File: src/dmacra_pkg.sv
package dmacra_pkg;
  // Register byte offsets
  localparam logic [5:0] ADDR_CTRL      = 6'h00;
  localparam logic [5:0] ADDR_REQ_SEL   = 6'h04;
  localparam logic [5:0] ADDR_PRI_HIGH  = 6'h08;
  localparam logic [5:0] ADDR_PRI_LOW   = 6'h0C;
  localparam logic [5:0] ADDR_SEC_HIGH  = 6'h10;
  localparam logic [5:0] ADDR_SEC_LOW   = 6'h14;
  localparam logic [5:0] ADDR_PERIPH    = 6'h18;
  localparam logic [5:0] ADDR_COUNT     = 6'h1C;
  localparam logic [5:0] ADDR_LAST_HIGH = 6'h20;
  localparam logic [5:0] ADDR_LAST_LOW  = 6'h24;
  localparam logic [5:0] ADDR_STATUS    = 6'h28;
  // Field positions
  localparam int CTRL_ENABLE_BIT = 0;
  localparam int CTRL_DIR_BIT    = 1;
  localparam int CTRL_MODE_LSB   = 2;
  localparam int REQ_FORCE_BIT   = 15;
  localparam int SEL_W           = 8;
  localparam int ADDR_W          = 24;
  localparam int PAD_W           = 16;
  localparam int CNT_W           = 14;
  // Reset values
  localparam logic [31:0] RESET_ZERO = 32'h0000_0000;
  // AXI responses
  localparam logic [1:0] RESP_OKAY   = 2'b00;
  localparam logic [1:0] RESP_SLVERR = 2'b10;
  // Operating modes
  localparam logic [1:0] MODE_CONT      = 2'b00;
  localparam logic [1:0] MODE_ONESHOT   = 2'b01;
  localparam logic [1:0] MODE_CONT_PP   = 2'b10;
  localparam logic [1:0] MODE_ONESHOT_PP = 2'b11;
  // Peripheral request codes and their event index
  localparam int NUM_EVENTS = 23;
  localparam logic [7:0] SEL_CODE [NUM_EVENTS] = '{
    8'h00, 8'h01, 8'h05, 8'h25, 8'h26,
    8'h02, 8'h06, 8'h19, 8'h1A,
    8'h07, 8'h08, 8'h1B, 8'h1C,
    8'h0B, 8'h0C, 8'h1E, 8'h1F,
    8'h22, 8'h46, 8'h37, 8'h47,
    8'hFF, 8'hFF};
  localparam int NUM_LISTED = 21;
  typedef enum logic [1:0] {DMACRA_IDLE, DMACRA_READ, DMACRA_WRITE} dmacra_xfer_e;
endpackage : dmacra_pkg

File: src/dmacra_channel.sv
`timescale 1ns/100ps
// Functional notes
// - Set trigger: exactly one forced transfer
// - Otherwise selected peripheral request starts transfers
// - Writing zero to trigger does nothing
// - Trigger clears on completion or disable
// - Codes for interrupt zero, captures, compares
// - Codes for timers two to five
// - Codes for both serial ports
// - Codes for both CAN controllers
// - Selector bits 14-8 read zero
// - Primary 24-bit start address, split high/low
// - Secondary 24-bit start address, split high/low
// - 16-bit peripheral-side address register
// - 14-bit count; block is count plus one
// - Read-only last RAM address, zero at reset
// - Channel enable gates all transfer activity; other-channel RAM addresses are captured regardless
// - Direction bit picks RAM-to-peripheral or reverse
// - Ping-pong alternates primary and secondary addresses
module dmacra_channel
  import dmacra_pkg::*;
#(
  parameter int EVENT_W = 23
) (
  input  wire logic                 clk_sys_i,
  input  wire logic                 rst_n_i,
  input  wire logic [5:0]           s_axi_awaddr_i,
  input  wire logic                 s_axi_awvalid_i,
  output logic                      s_axi_awready_o,
  input  wire logic [31:0]          s_axi_wdata_i,
  input  wire logic [3:0]           s_axi_wstrb_i,
  input  wire logic                 s_axi_wvalid_i,
  output logic                      s_axi_wready_o,
  output logic [1:0]                s_axi_bresp_o,
  output logic                      s_axi_bvalid_o,
  input  wire logic                 s_axi_bready_i,
  input  wire logic [5:0]           s_axi_araddr_i,
  input  wire logic                 s_axi_arvalid_i,
  output logic                      s_axi_arready_o,
  output logic [31:0]               s_axi_rdata_o,
  output logic [1:0]                s_axi_rresp_o,
  output logic                      s_axi_rvalid_o,
  input  wire logic                 s_axi_rready_i,
  input  wire logic [EVENT_W-1:0]   periph_event_i,
  input  wire logic                 other_ram_access_i,
  input  wire logic [dmacra_pkg::ADDR_W-1:0] other_ram_addr_i,
  output logic                      mem_req_o,
  output logic                      mem_write_o,
  output logic                      mem_is_ram_o,
  output logic [dmacra_pkg::ADDR_W-1:0] mem_addr_o,
  output logic [15:0]               mem_wdata_o,
  input  wire logic                 mem_ack_i,
  input  wire logic [15:0]          mem_rdata_i,
  output logic                      block_done_o,
  output logic                      busy_o
);
  import dmacra_pkg::*;

  if (EVENT_W != NUM_EVENTS) begin : g_event_w_check
    $error("EVENT_W must equal NUM_EVENTS");
  end

  // Registers
  logic                  enable_ff;
  logic                  dir_ff;
  logic [1:0]            mode_ff;
  logic                  force_ff;
  logic [SEL_W-1:0]      sel_ff;
  logic [ADDR_W-1:0]     pri_ff;
  logic [ADDR_W-1:0]     sec_ff;
  logic [ADDR_W-1:0]     last_ff;
  logic [PAD_W-1:0]      pad_ff;
  logic [CNT_W-1:0]      cnt_ff;
  // Transfer engine
  dmacra_xfer_e          state_ff;
  logic [CNT_W-1:0]      done_ff;
  logic                  pp_sel_ff;
  logic                  pending_ff;
  logic                  forced_xfer_ff;
  logic                  stopped_ff;
  logic [15:0]           data_ff;
  logic                  req_prev_ff;
  // Bus
  logic                  aw_ff;
  logic                  w_ff;
  logic [5:0]            awaddr_ff;
  logic [31:0]           wdata_ff;
  logic [3:0]            wstrb_ff;

  // Request selection
  logic req_level;
  logic req_edge;
  always_comb begin
    req_level = 1'b0;
    for (int i = 0; i < NUM_LISTED; i++) begin
      if (sel_ff == SEL_CODE[i] && periph_event_i[i]) req_level = 1'b1;
    end
  end
  assign req_edge = req_level && !req_prev_ff;

  always_ff @(posedge clk_sys_i or negedge rst_n_i) begin
    if (!rst_n_i) begin
      req_prev_ff <= 1'b0;
    end else begin
      req_prev_ff <= req_level;
    end
  end

  // AXI write channel
  logic wr_fire;
  assign wr_fire = aw_ff && w_ff && !s_axi_bvalid_o;
  always_ff @(posedge clk_sys_i or negedge rst_n_i) begin
    if (!rst_n_i) begin
      aw_ff     <= 1'b0;
      w_ff      <= 1'b0;
      awaddr_ff <= 6'h00;
      wdata_ff  <= RESET_ZERO;
      wstrb_ff  <= 4'h0;
      s_axi_awready_o <= 1'b0;
      s_axi_wready_o  <= 1'b0;
      s_axi_bvalid_o  <= 1'b0;
      s_axi_bresp_o   <= RESP_OKAY;
    end else begin
      s_axi_awready_o <= !aw_ff && !s_axi_awready_o && !s_axi_bvalid_o;
      s_axi_wready_o  <= !w_ff && !s_axi_wready_o && !s_axi_bvalid_o;
      if (s_axi_awvalid_i && s_axi_awready_o) begin
        aw_ff     <= 1'b1;
        awaddr_ff <= s_axi_awaddr_i;
        s_axi_awready_o <= 1'b0;
      end
      if (s_axi_wvalid_i && s_axi_wready_o) begin
        w_ff     <= 1'b1;
        wdata_ff <= s_axi_wdata_i;
        wstrb_ff <= s_axi_wstrb_i;
        s_axi_wready_o <= 1'b0;
      end
      if (wr_fire) begin
        aw_ff          <= 1'b0;
        w_ff           <= 1'b0;
        s_axi_bvalid_o <= 1'b1;
        s_axi_bresp_o  <= (awaddr_ff[1:0] == 2'b00 && awaddr_ff <= ADDR_COUNT) ? RESP_OKAY : RESP_SLVERR;
      end else if (s_axi_bvalid_o && s_axi_bready_i) begin
        s_axi_bvalid_o <= 1'b0;
      end
    end
  end

  // Byte-lane merge for a 16-bit register image
  function automatic logic [15:0] merge16(input logic [15:0] old, input logic [31:0] d, input logic [3:0] s);
    merge16 = old;
    if (s[0]) merge16[7:0] = d[7:0];
    if (s[1]) merge16[15:8] = d[15:8];
  endfunction : merge16

  logic wr_ctrl;
  logic wr_req;
  logic wr_ph;
  logic wr_pl;
  logic wr_sh;
  logic wr_sl;
  logic wr_pad;
  logic wr_cnt;
  assign wr_ctrl = wr_fire && awaddr_ff == ADDR_CTRL;
  assign wr_req  = wr_fire && awaddr_ff == ADDR_REQ_SEL;
  assign wr_ph   = wr_fire && awaddr_ff == ADDR_PRI_HIGH;
  assign wr_pl   = wr_fire && awaddr_ff == ADDR_PRI_LOW;
  assign wr_sh   = wr_fire && awaddr_ff == ADDR_SEC_HIGH;
  assign wr_sl   = wr_fire && awaddr_ff == ADDR_SEC_LOW;
  assign wr_pad  = wr_fire && awaddr_ff == ADDR_PERIPH;
  assign wr_cnt  = wr_fire && awaddr_ff == ADDR_COUNT;

  logic [15:0] req_new;
  assign req_new = merge16({force_ff, 7'h00, sel_ff}, wdata_ff, wstrb_ff);
  logic [15:0] cnt_new;
  assign cnt_new = merge16({2'b00, cnt_ff}, wdata_ff, wstrb_ff);

  // Configuration registers
  always_ff @(posedge clk_sys_i or negedge rst_n_i) begin
    if (!rst_n_i) begin
      enable_ff <= 1'b0;
      dir_ff    <= 1'b0;
      mode_ff   <= MODE_CONT;
      sel_ff    <= '0;
      pri_ff    <= '0;
      sec_ff    <= '0;
      pad_ff    <= '0;
      cnt_ff    <= '0;
    end else begin
      if (wr_ctrl && wstrb_ff[0]) begin
        enable_ff <= wdata_ff[CTRL_ENABLE_BIT];
        dir_ff    <= wdata_ff[CTRL_DIR_BIT];
        mode_ff   <= wdata_ff[CTRL_MODE_LSB +: 2];
      end else if (stopped_ff) begin
        enable_ff <= 1'b0;
      end
      if (wr_req) sel_ff <= req_new[SEL_W-1:0];
      if (wr_ph && wstrb_ff[0]) pri_ff[23:16] <= wdata_ff[7:0];
      if (wr_pl) pri_ff[15:0] <= merge16(pri_ff[15:0], wdata_ff, wstrb_ff);
      if (wr_sh && wstrb_ff[0]) sec_ff[23:16] <= wdata_ff[7:0];
      if (wr_sl) sec_ff[15:0] <= merge16(sec_ff[15:0], wdata_ff, wstrb_ff);
      if (wr_pad) pad_ff <= merge16(pad_ff, wdata_ff, wstrb_ff);
      if (wr_cnt) cnt_ff <= cnt_new[CNT_W-1:0];
    end
  end

  // Manual trigger: settable only, cleared by hardware
  logic force_done;
  assign force_done = state_ff == DMACRA_WRITE && mem_req_o && mem_ack_i && forced_xfer_ff;
  always_ff @(posedge clk_sys_i or negedge rst_n_i) begin
    if (!rst_n_i) begin
      force_ff <= 1'b0;
    end else if (!enable_ff) begin
      force_ff <= 1'b0;
    end else if (wr_req && req_new[REQ_FORCE_BIT]) begin
      force_ff <= 1'b1;
    end else if (force_done) begin
      force_ff <= 1'b0;
    end
  end

  // Transfer engine
  logic [ADDR_W-1:0] ram_addr;
  logic              ram_read_phase;
  logic              start_ok;
  assign ram_addr = (pp_sel_ff ? sec_ff : pri_ff) + {{(ADDR_W-CNT_W){1'b0}}, done_ff};
  assign ram_read_phase = dir_ff;
  assign start_ok = enable_ff && state_ff == DMACRA_IDLE && !stopped_ff;

  always_ff @(posedge clk_sys_i or negedge rst_n_i) begin
    if (!rst_n_i) begin
      state_ff       <= DMACRA_IDLE;
      done_ff        <= '0;
      pp_sel_ff      <= 1'b0;
      pending_ff     <= 1'b0;
      forced_xfer_ff <= 1'b0;
      stopped_ff     <= 1'b0;
      data_ff        <= 16'h0000;
      block_done_o   <= 1'b0;
    end else begin
      block_done_o <= 1'b0;
      stopped_ff   <= 1'b0;
      if (!enable_ff) begin
        state_ff   <= DMACRA_IDLE;
        done_ff    <= '0;
        pp_sel_ff  <= 1'b0;
        pending_ff <= 1'b0;
      end else begin
        // A request during a transfer is kept once
        if (!force_ff && req_edge) pending_ff <= 1'b1;
        unique case (state_ff)
          DMACRA_IDLE: begin
            if (start_ok && force_ff && !forced_xfer_ff) begin
              state_ff       <= DMACRA_READ;
              forced_xfer_ff <= 1'b1;
            end else if (start_ok && !force_ff && (pending_ff || req_edge)) begin
              state_ff   <= DMACRA_READ;
              pending_ff <= 1'b0;
            end
          end
          DMACRA_READ: begin
            // Acks count only against an open request
            if (mem_req_o && mem_ack_i) begin
              data_ff  <= mem_rdata_i;
              state_ff <= DMACRA_WRITE;
            end
          end
          DMACRA_WRITE: begin
            if (mem_req_o && mem_ack_i) begin
              state_ff       <= DMACRA_IDLE;
              forced_xfer_ff <= 1'b0;
              if (done_ff == cnt_ff) begin
                done_ff      <= '0;
                block_done_o <= 1'b1;
                if (mode_ff[1]) pp_sel_ff <= !pp_sel_ff;
                if (mode_ff[0] && (!mode_ff[1] || pp_sel_ff)) stopped_ff <= 1'b1;
              end else begin
                done_ff <= done_ff + 1'b1;
              end
            end
          end
          default: state_ff <= DMACRA_IDLE;
        endcase
      end
    end
  end

  // Memory-side outputs
  always_ff @(posedge clk_sys_i or negedge rst_n_i) begin
    if (!rst_n_i) begin
      mem_req_o    <= 1'b0;
      mem_write_o  <= 1'b0;
      mem_is_ram_o <= 1'b0;
      mem_addr_o   <= '0;
      mem_wdata_o  <= 16'h0000;
      busy_o       <= 1'b0;
    end else begin
      busy_o <= state_ff != DMACRA_IDLE;
      if (state_ff == DMACRA_READ && !(mem_req_o && mem_ack_i)) begin
        mem_req_o    <= 1'b1;
        mem_write_o  <= 1'b0;
        mem_is_ram_o <= ram_read_phase;
        mem_addr_o   <= ram_read_phase ? ram_addr : {8'h00, pad_ff};
      end else if (state_ff == DMACRA_WRITE && !(mem_req_o && mem_write_o && mem_ack_i)) begin
        mem_req_o    <= 1'b1;
        mem_write_o  <= 1'b1;
        mem_is_ram_o <= !ram_read_phase;
        mem_addr_o   <= ram_read_phase ? {8'h00, pad_ff} : ram_addr;
        // Read word captured at its ack; bus data may move afterwards
        mem_wdata_o  <= data_ff;
      end else begin
        mem_req_o <= 1'b0;
      end
    end
  end

  // Most recent RAM address
  always_ff @(posedge clk_sys_i or negedge rst_n_i) begin
    // Own access wins when both fall in one cycle
    if (!rst_n_i) begin
      last_ff <= '0;
    end else if (mem_req_o && mem_ack_i && mem_is_ram_o) begin
      last_ff <= mem_addr_o;
    end else if (other_ram_access_i) begin
      last_ff <= other_ram_addr_i;
    end
  end

  // AXI read channel
  logic [31:0] rd_mux;
  logic        rd_ok;
  always_comb begin
    rd_mux = RESET_ZERO;
    rd_ok  = 1'b1;
    unique case (s_axi_araddr_i)
      ADDR_CTRL:      rd_mux = {28'h0, mode_ff, dir_ff, enable_ff};
      ADDR_REQ_SEL:   rd_mux = {16'h0, force_ff, 7'h00, sel_ff};
      ADDR_PRI_HIGH:  rd_mux = {24'h0, pri_ff[23:16]};
      ADDR_PRI_LOW:   rd_mux = {16'h0, pri_ff[15:0]};
      ADDR_SEC_HIGH:  rd_mux = {24'h0, sec_ff[23:16]};
      ADDR_SEC_LOW:   rd_mux = {16'h0, sec_ff[15:0]};
      ADDR_PERIPH:    rd_mux = {16'h0, pad_ff};
      ADDR_COUNT:     rd_mux = {18'h0, cnt_ff};
      ADDR_LAST_HIGH: rd_mux = {24'h0, last_ff[23:16]};
      ADDR_LAST_LOW:  rd_mux = {16'h0, last_ff[15:0]};
      ADDR_STATUS:    rd_mux = {16'h0, 2'b00, done_ff};
      default:        rd_ok  = 1'b0;
    endcase
  end

  always_ff @(posedge clk_sys_i or negedge rst_n_i) begin
    if (!rst_n_i) begin
      s_axi_arready_o <= 1'b0;
      s_axi_rvalid_o  <= 1'b0;
      s_axi_rdata_o   <= RESET_ZERO;
      s_axi_rresp_o   <= RESP_OKAY;
    end else begin
      s_axi_arready_o <= !s_axi_arready_o && !s_axi_rvalid_o;
      if (s_axi_arvalid_i && s_axi_arready_o) begin
        s_axi_arready_o <= 1'b0;
        s_axi_rvalid_o  <= 1'b1;
        s_axi_rdata_o   <= rd_mux;
        s_axi_rresp_o   <= rd_ok ? RESP_OKAY : RESP_SLVERR;
      end else if (s_axi_rvalid_o && s_axi_rready_i) begin
        s_axi_rvalid_o <= 1'b0;
      end
    end
  end
endmodule : dmacra_channel

File: config.mk
export PLATFORM = sky130hd
export DESIGN_NAME = dmacra_channel
export DESIGN_NICKNAME = d
export VERILOG_FILES = /design/src/dmacra_pkg.sv /design/src/dmacra_channel.sv
export SDC_FILE = /design/constraint.sdc
export NUM_CORES = 1
export LEC_CHECK = 0
export BUFFER_PORTS_ARGS = -buffer_cell sky130_fd_sc_hd__buf_2
export CORE_ASPECT_RATIO = 0.75
export CORE_MARGIN = 2
export CORE_UTILIZATION = 57
export DETAILED_ROUTE_END_ITERATION = 12
export PLACE_DENSITY_LB_ADDON = 0.05
export SLEW_MARGIN = 20
export SYNTH_ARGS = -nofsm -noshare
export SYNTH_HDL_FRONTEND = slang
export SYNTH_SLANG_ARGS = --single-unit
File: constraint.sdc
create_clock -name clk_sys_i -period 4.1 [get_ports clk_sys_i]
set_input_delay 0.82 -clock clk_sys_i [delete_from_list [all_inputs] [get_ports clk_sys_i]]
set_output_delay 0.82 -clock clk_sys_i [all_outputs]
set_load 0.02 [all_outputs]
After elaboration in Yosys (flattened, before gate mapping)
Cells that the tools add are included.
{"block": "classes", "addsub": 2, "magnitude_cmp": 1, "eq_ne": 50, "n_mux": 87, "bitwise_logic": 1, "n_reduce_logical": 112}
{"operator": "$pmux W16 S11", "n": 1}
{"operator": "$mux W24", "n": 7}
{"operator": "$mux W1", "n": 65}
{"operator": "$logic_and A1 B1 Y1", "n": 64}
{"operator": "$mux W14", "n": 4}
{"operator": "$eq A6 B5 Y1 const B", "n": 8}
{"operator": "$eq A8 B5 Y1 const B", "n": 6}
{"operator": "$eq A8 B6 Y1 const B", "n": 4}
{"operator": "$add A24 B14 Y24", "n": 1}
{"operator": "$eq A6 B4 Y1 const B", "n": 4}
{"operator": "$eq A8 B3 Y1 const B", "n": 3}
{"operator": "$eq A8 B4 Y1 const B", "n": 3}
{"operator": "$reduce_and A2 Y1", "n": 11}
{"operator": "$eq A6 B6 Y1 const B", "n": 3}
{"operator": "$reduce_bool A2 Y1", "n": 9}
{"operator": "$eq A8 B7 Y1 const B", "n": 2}
{"operator": "$logic_not A1 Y1", "n": 16}
{"operator": "$add A14 B1 Y14 const B", "n": 1}
{"operator": "$eq A14 B14 Y1", "n": 1}
{"operator": "$mux W2", "n": 7}
{"operator": "$eq A6 B3 Y1 const B", "n": 2}
{"operator": "$logic_not A6 Y1", "n": 2}
{"operator": "$ne A2 B1 Y1 const B", "n": 6}
{"operator": "$reduce_or A11 Y1", "n": 1}
{"operator": "other kinds (18)", "n": 22}
{"block": "word_totals", "regBits": 264, "inputBits": 120, "out_inout_bits": 86, "wordCells": 297}

Logic depth before layout (Yosys ltp)
Gate-level depths: netlist of run 1.
{"block": "depth", "depth_word": 30, "depth_mapped": 12, "depth_no_buf": 10}

Worst setup path before layout of run 1
No wires, ideal clock.
{"block": "synth_timing", "kind": "register to register", "from": "register pp_sel_ff", "to": "register mem_addr_o[17] (netlist bit)", "setup_time_ns": 0.122, "t_arrival_ns": 3.146, "t_required_ns": 3.978, "slack_ns": 0.832, "path_stages_with_launch": 13, "n_path_buf": 4, "synth_period_minus_slack_ns": 3.268, "path_cell_list": "dfrtp_1 > buf_4 > clkbuf_1 > buf_2 > mux2_2 > ha_1 > buf_2 > o211ai_2 > nor3_1 > a211oi_2 > o22ai_2 > a21o_1 > a32o_1"}
{"block": "synth_between", "elab_chain_len": 5, "elab_cells_between_ends": 6, "classes_between": "1 x add/sub; 5 x mux"}
{"item": "start: declaration", "line_no": "dmacra_channel.sv:77", "rtl": "logic pp_sel_ff;"}
{"item": "start signal: assignment", "line_no": "dmacra_channel.sv:274", "rtl": "if (mode_ff[1]) pp_sel_ff <= !pp_sel_ff;"}
{"item": "$mux W24 (*)", "line_no": "dmacra_channel.sv:225", "rtl": "assign ram_addr = (pp_sel_ff ? sec_ff : pri_ff) + {{(ADDR_W-CNT_W){1'b0}}, done_ff};"}
{"item": "$add A24 B14 Y24 (*)", "line_no": "dmacra_channel.sv:225"}
{"item": "$mux W24", "line_no": "dmacra_channel.sv:307", "rtl": "mem_addr_o <= ram_read_phase ? {8'h00, pad_ff} : ram_addr;"}
{"item": "$mux W24", "line_no": "dmacra_channel.sv:303", "rtl": "end else if (state_ff == DMACRA_WRITE && !(mem_req_o && mem_write_o && mem_ack_i)) begin"}
{"item": "$mux W24 (*)", "line_no": "dmacra_channel.sv:298", "rtl": "if (state_ff == DMACRA_READ && !(mem_req_o && mem_ack_i)) begin"}
{"item": "end signal: assignment", "line_no": "dmacra_channel.sv:302", "rtl": "mem_addr_o <= ram_read_phase ? ram_addr : {8'h00, pad_ff};"}
{"item": "end signal: assignment", "line_no": "dmacra_channel.sv:307"}
{"item": "end: declaration", "line_no": "dmacra_channel.sv:50", "rtl": "output logic [dmacra_pkg::ADDR_W-1:0] mem_addr_o,"}
Every way passes the cells marked *; elsewhere a longest branch is shown, timed or not. The select of a mux whose other input is x is not followed.
A chain may end at the register's enable or synchronous reset.

Worst setup path after layout of run 1
{"block": "layout_timing", "from": "register pp_sel_ff", "to": "register mem_addr_o[23] (netlist bit)"}
The elaborated chain is that of the path after synthesis.

==> impl_metrics.py, run 1 <==
metrics = {
    "drt": {
        "vias": 10100,
        "dr.first_iter.drc_count": 961,
        "final_antenna_net_count": 0,
        "wl_met2_mm": 14.5,
        "firstDrtPassIters": 5,
        "wl_met3_mm": 4.46,
        "drc": 0,
        "vias_per_cell": 6.19,
        "highest_layer": "met4",
        "wl_met1_mm": 16.9,
        "drt_wl_total_mm": 36.5,
        "routedWlPerCell_um": 22.4,
    },
    "sta": {
        "fin_crit_sh_pct": 89.1,
        "slew_headroom_pct": 32.1,
        "fin_skew_ps": 17.8,
        "fmax_mhz": 274,
        "setup_ws_ps": 448,
        "worst_pin_slew_ps": 1020,
        "tns_ps": 0,
        "min_period_ps": 3650,
        "hold_viol_final": 0,
        "rsz0062_at_grt": "false",
        "finalSetupViolCount": 0,
        "drv_slew": 0,
    },
    "power": {
        "switching_share_pct": 35.0,
        "leakagePower_nw": 6.91,
        "switching_power_mw": 2.76,
        "p_comb_share_pct": 25.1,
        "power_frac_seq_pct": 47.1,
        "powerDensity_nw_per_um2": 542,
        "intPower_mw": 5.11,
        "ir_drop_uv": 336,
        "p_clk_share_pct": 27.8,
    },
    "clock_tree": {
        "cts.sink_count": 246,
        "cts_root_buffer": "clkbuf_16",
        "post-cts-setup-buffer-count": 0,
        "cts_buffers": 25,
        "insertion_delay_ps": 530,
        "tritoncts": "yes",
        "cts_buffer_depth": 3,
        "clkTransAtPathRegs_ps": 60,
        "htree_levels": 1,
        "holdBufCountCts": 0,
        "cts-resized-gates": 0,
    },
    "floorplan": {
        "rows": 47,
        "die_area_sq_um": 23600,
        "fp.coreArea_sq_um": 22000,
        "die_x_um": 177,
        "dieHeight_um": 133,
        "initial_core_util_pct": 57.9,
        "ios": 206,
    },
    "finish": {
        "final_util_pct": 66.0,
        "final_nets": 1455,
        "drive_gt1_share_pct": 30.6,
        "antennaDiodeCount": 0,
        "layout_common_cells": "dfrtp_1 (246), buf_2 (166), mux2_2 (160)",
        "final_common_cell": "dfrtp_1",
        "syn_to_final_growth_pct": 14.0,
        "fillers": 1810,
    },
    "placed_design": {
        "pre_cts_ws_ps": 569,
        "port_buffers": 167,
        "dp_hpwl_mm": 26.5,
        "gp_congestion": 0.938,
    },
    "flow_run": {
        "maxCapViolations": 0,
    },
    "critical_path": {
        "critPathKind": "reg -> reg",
        "cp-end-kind": "flop",
        "path_cells": "buf_4 -> mux2_2 -> ha_1 -> a21oi_1 -> o21ai_0 -> a211oi_2 -> o22ai_2 -> a21o_1 -> a32o_1",
        "crit_family": "compound AO/OA/AOI/OAI gates",
        "critPathBufInv": 1,
        "critPathLaunchType": "flop",
        "cp.arrival_ps": 4070,
        "worst-path-max-fanout": 18,
        "cp.required_ps": 4520,
        "crit_slowest_cell": "dfrtp_1",
        "cp_slowest_stage_delay_ps": 1010,
    },
    "global_routing": {
        "grtUsageTotal_pct": 31.2,
        "grt_pass1_wl_mm": 55.9,
        "grt_overflow_total": 0,
        "grt_pass1_vias": 9528,
        "grt_max_degree": 97,
        "antenna_found_initial": 0,
    },
    "synth": {
        "synthFlopType": "dfrtp_1",
        "syn_area_sq_um": 12700,
        "yosys_register_bits": 246,
        "synth_edf_count": 0,
        "syn_avg_cell_area_sq_um": 10.9,
        "syn_inst": 1171,
        "ys_seq_area_share_pct": 48.3,
        "yosysWarningCount": 0,
        "synth_cell_types": 82,
        "synthArstFlopShare_pct": 100,
    },
    "status": {
        "outcome": "finished clean",
    },
    "hold_path": {
        "hp-class": "in -> async",
    },
}
registers in the layout, indices dropped and copies added, names as in the netlist, 14 cells and up:
register       cells
s_axi_rdata_o     16
mem_wdata_o       16
mem_addr_o        24
pad_ff            16
pri_ff            24
data_ff           16
last_ff           24
wdata_ff          16
done_ff           14
cnt_ff            14
sec_ff            24
cell type report:
type / instances / area [sq um] / area share (%)
multi-input combinational: 846 / 6170 / 42.5
sequential: 246 / 6160 / 42.4
timing repair buffer: 183 / 978 / 6.74
clock buffer: 40 / 752 / 5.18
tap: 294 / 368 / 2.53
inverter: 17 / 65.1 / 0.448
clock inverter: 3 / 21.3 / 0.147
kinds of logic after synthesis:
family | share of synthesized area (%)
AOI/OAI and AO/OA | 12.4
xor gates and xnor gates | 2.34
adders and majority gates | 1.63
buffers and inverters | 3.88
DFF | 48.3
muxes | 17.5
other | 0.0294
and+or+nand+nor | 13.8
power groups by stage:
stage | logic, mW | clock network [mW] | registers [mW]
2_1_floorplan | 1.27 | 0 | 3.57
3_3_place_gp | 1.92 | 0 | 3.70
3_5_place_dp | 1.96 | 0 | 3.72
4_1_cts | 1.97 | 2.22 | 3.68
5_1_grt | 2.16 | 2.30 | 3.78
6_report | 1.97 | 2.19 | 3.70
cells in the mapped netlist, types with 6 or more instances:
| library cell | number | area share [%] |
|---|---|---|
| mux2i_1 | 32 | 2.5 |
| or3_1 | 6 | 0.29 |
| a211oi_1 | 6 | 0.35 |
| buf_4 | 21 | 1.2 |
| xnor2_1 | 21 | 1.4 |
| a32o_1 | 6 | 0.47 |
| clkbuf_1 | 34 | 1.0 |
| mux2_2 | 160 | 14 |
| xor2_1 | 13 | 0.89 |
| a22o_1 | 12 | 0.83 |
| o21ai_0 | 52 | 2.0 |
| and3_1 | 19 | 0.93 |
| nor2b_1 | 9 | 0.44 |
| a21oi_1 | 47 | 1.8 |
| nand3b_1 | 14 | 0.83 |
| a22oi_1 | 9 | 0.53 |
| nand2b_1 | 6 | 0.29 |
| a32oi_1 | 7 | 0.48 |
| inv_1 | 16 | 0.47 |
| nand3_1 | 36 | 1.4 |
| and2_1 | 8 | 0.39 |
| a222oi_1 | 11 | 0.86 |
| nand4_1 | 11 | 0.54 |
| nor3_1 | 20 | 0.79 |
| buf_2 | 19 | 0.75 |
| dfrtp_1 | 246 | 48 |
| a31oi_1 | 17 | 0.84 |
| nor2_1 | 54 | 1.6 |
| ha_1 | 15 | 1.5 |
| a21o_1 | 7 | 0.41 |
| nand2_1 | 140 | 4.1 |
metrics by stage:
| step | instance area, sq um | power, mW | std cells | hold WS, ps |
|---|---|---|---|---|
| 6_report | 14500 | 7.86 | 1629 | 245 |
| 5_1_grt | 14500 | 8.24 | 1629 | 333 |
| 4_1_cts | 14500 | 7.86 | 1629 | 321 |
| 3_5_place_dp | 13700 | 5.68 | 1586 | 429 |
| 3_3_place_gp | 13700 | 5.62 | 1586 | 427 |
| 2_1_floorplan | 12800 | 4.84 | 1188 | 435 |
metal layers:
metal / vias up / GRT usage, %
met2: 514 / 42.6
met3: 45 / 9.93
li1: 4542 / -
met4: 0 / 6.52
met1: 4976 / 48.4
met5: - / 0
path summary, 6_finish.rpt:
check	cells after the start	endpoint	from	slack (ps)
worst max register to register	9	mem_addr_o[23]	pp_sel_ff	450
worst min-delay path	1	s_axi_arready_o	rst_n_i	240
max in group asynchronous	2	awaddr_ff[1]	rst_n_i	2880
worst min register to register	1	s_axi_arready_o	s_axi_rvalid_o	440
worst max-delay path	9	mem_addr_o[23]	pp_sel_ff	450
min in group clk_sys_i	1	s_axi_arready_o	s_axi_rvalid_o	440
Note: power is estimated with default switching activity, not from simulation.
==> run 2: changes to the inputs <==
CTS_BUF_LIST = sky130_fd_sc_hd__clkbuf_16   (was not set)
clock period = 3.6 ns   (was 4.1 ns; I/O delays follow)
==> run 2 against run 1 <==
First-iteration DRC count increased by 2.2%. Wire length decreased by 1.1%. Critical path depth unchanged. Clock power increased by 31%. Hold slack got worse by 60 ps. Largest cell class unchanged. Critical endpoint unchanged. Highest routed layer unchanged. Cell count increased by 0.31%. Clock-buffer cell count decreased by 15. Power increased by 19%.
==> impl_metrics.py, run 2 (synthesized netlist as in run 1, its figures left out) <==
metrics = {
    "finish": {
        "syn_to_final_growth_pct": 15.3,
        "design_area_sq_um": 14700,
        "antennaDiodeCount": 0,
        "final_common_cell": "dfrtp_1",
        "instances_no_fill": 1634,
        "drive_gt1_share_pct": 31.0,
        "multi_input_area_sq_um": 6170,
        "final_util_pct": 66.8,
        "seq_area_sq_um": 6160,
        "fillers": 1778,
        "final_nets": 1457,
        "layout_common_cells": "dfrtp_1 (246), buf_2 (166), mux2_2 (160)",
    },
    "global_routing": {
        "grt_pass1_vias": 9447,
        "grt_max_degree": 91,
        "antenna_found_initial": 0,
        "grt_pass1_wl_mm": 56.2,
        "grtUsageTotal_pct": 31.3,
        "grt_overflow_total": 0,
    },
    "clock_tree": {
        "cts-resized-gates": 0,
        "tritoncts": "yes",
        "cts_root_buffer": "clkbuf_16",
        "cts_buffers": 25,
        "post-cts-setup-buffer-count": 0,
        "insertion_delay_ps": 530,
        "cts_buffer_depth": 3,
        "cts.sink_count": 246,
        "holdBufCountCts": 0,
        "clkTransAtPathRegs_ps": 70,
        "htree_levels": 1,
    },
    "critical_path": {
        "reg2reg_setup_slack_ps": 590,
        "cp-end-kind": "flop",
        "r2r_end": "mem_addr_o[23]",
        "crit_start": "pp_sel_ff",
        "worst-path-max-fanout": 31,
        "r2r-start": "pp_sel_ff",
        "worst-r2r-cell-count": 9,
        "crit_slowest_cell": "ha_1",
        "critPathLaunchType": "flop",
        "crit_end": "mem_addr_o[23]",
        "cp.required_ps": 4010,
        "critPathKind": "reg -> reg",
        "path_cells": "buf_12 -> mux2_2 -> ha_1 -> a21o_1 -> nor4b_1 -> a211oi_2 -> o22ai_2 -> nand3_1 -> a32o_1",
        "cp.arrival_ps": 3430,
        "cp_slowest_stage_delay_ps": 430,
    },
    "drt": {
        "final_antenna_net_count": 0,
        "drt_wl_total_mm": 36.1,
        "firstDrtPassIters": 5,
        "dr.first_iter.drc_count": 982,
        "routedWlPerCell_um": 22.1,
        "vias_per_cell": 6.11,
        "vias": 9981,
        "drc": 0,
    },
    "status": {
        "outcome": "finished clean",
    },
    "power": {
        "powerDensity_nw_per_um2": 636,
        "finalPower_mw": 9.35,
        "ir_drop_uv": 439,
        "leakagePower_nw": 6.99,
    },
    "sta": {
        "worst_pin_slew_ps": 1150,
        "slew_headroom_pct": 23.3,
        "hold_viol_final": 0,
        "fin_crit_sh_pct": 83.6,
        "tns_ps": 0,
        "setup_ws_ps": 589,
        "min_period_ps": 3010,
        "fmax_mhz": 332,
        "drv_slew": 0,
        "finalSetupViolCount": 0,
        "rsz0062_at_grt": "false",
        "timing.hold.ws_ps": 185,
        "fin_skew_ps": 9.58,
    },
    "floorplan": {
        "rows": 47,
        "die_area_sq_um": 23600,
        "ios": 206,
        "dieHeight_um": 133,
        "die_x_um": 177,
        "fp.coreArea_sq_um": 22000,
        "initial_core_util_pct": 57.9,
    },
    "placed_design": {
        "dpl_cell_area_sq_um": 13800,
        "dp_hpwl_mm": 26.2,
        "dp_cells": 1588,
        "pre_cts_ws_ps": 631,
        "port_buffers": 167,
        "gp_congestion": 0.955,
    },
    "hold_path": {
        "hp-class": "in -> async",
    },
    "flow_run": {
        "maxCapViolations": 0,
    },
}
[run 2: metal layers]
layer  up-vias  wire, um  global-route usage, %
met5         -         0                      0
met4         0       694                   5.92
met3        45      4170                   8.68
met2       491     14300                   42.3
met1      4889     16900                   50.0
li1       4556         -                      -
[run 2: where the power goes]
group          internal [mW]  leakage (nW)  total (mW)  switching (mW)
Sequential              3.39          3.25        4.21           0.828
Combinational           1.03          3.30        2.26            1.23
Clock                   1.77         0.438        2.87            1.11
Total                   6.18          6.99        9.35            3.17
[run 2: worst min path at each step]
stage | slack (ps) | end | depth (start not counted)
after floorplan | 420 | aw_ff | 0
after global placement | 430 | s_axi_arready_o | 1
after detailed placement | 440 | s_axi_arready_o | 1
after CTS | 230 | s_axi_arready_o | 1
after global routing | 240 | s_axi_arready_o | 1
final | 190 | s_axi_arready_o | 1
[run 2: area by class of cell]
| type | count | share of cell area (%) |
|---|---|---|
| clock inverters | 21 | 1.91 |
| multi-input cells | 846 | 42.0 |
| repair buffers | 185 | 6.94 |
| well taps | 294 | 2.50 |
| inverters | 17 | 0.443 |
| clock buffers | 25 | 4.26 |
| flip-flops and latches | 246 | 41.9 |
[run 2: worst max-delay path: cells and delay by family (launching register included)]
kind                     cells  cell delay (ps)
flip-flops                   1              410
buffers and inverters        1              230
multiplexers                 1              400
adder cells (fa/ha/maj)      1              430
AO/OA/AOI/OAI                4              920
AND/OR/NAND/NOR              2              460
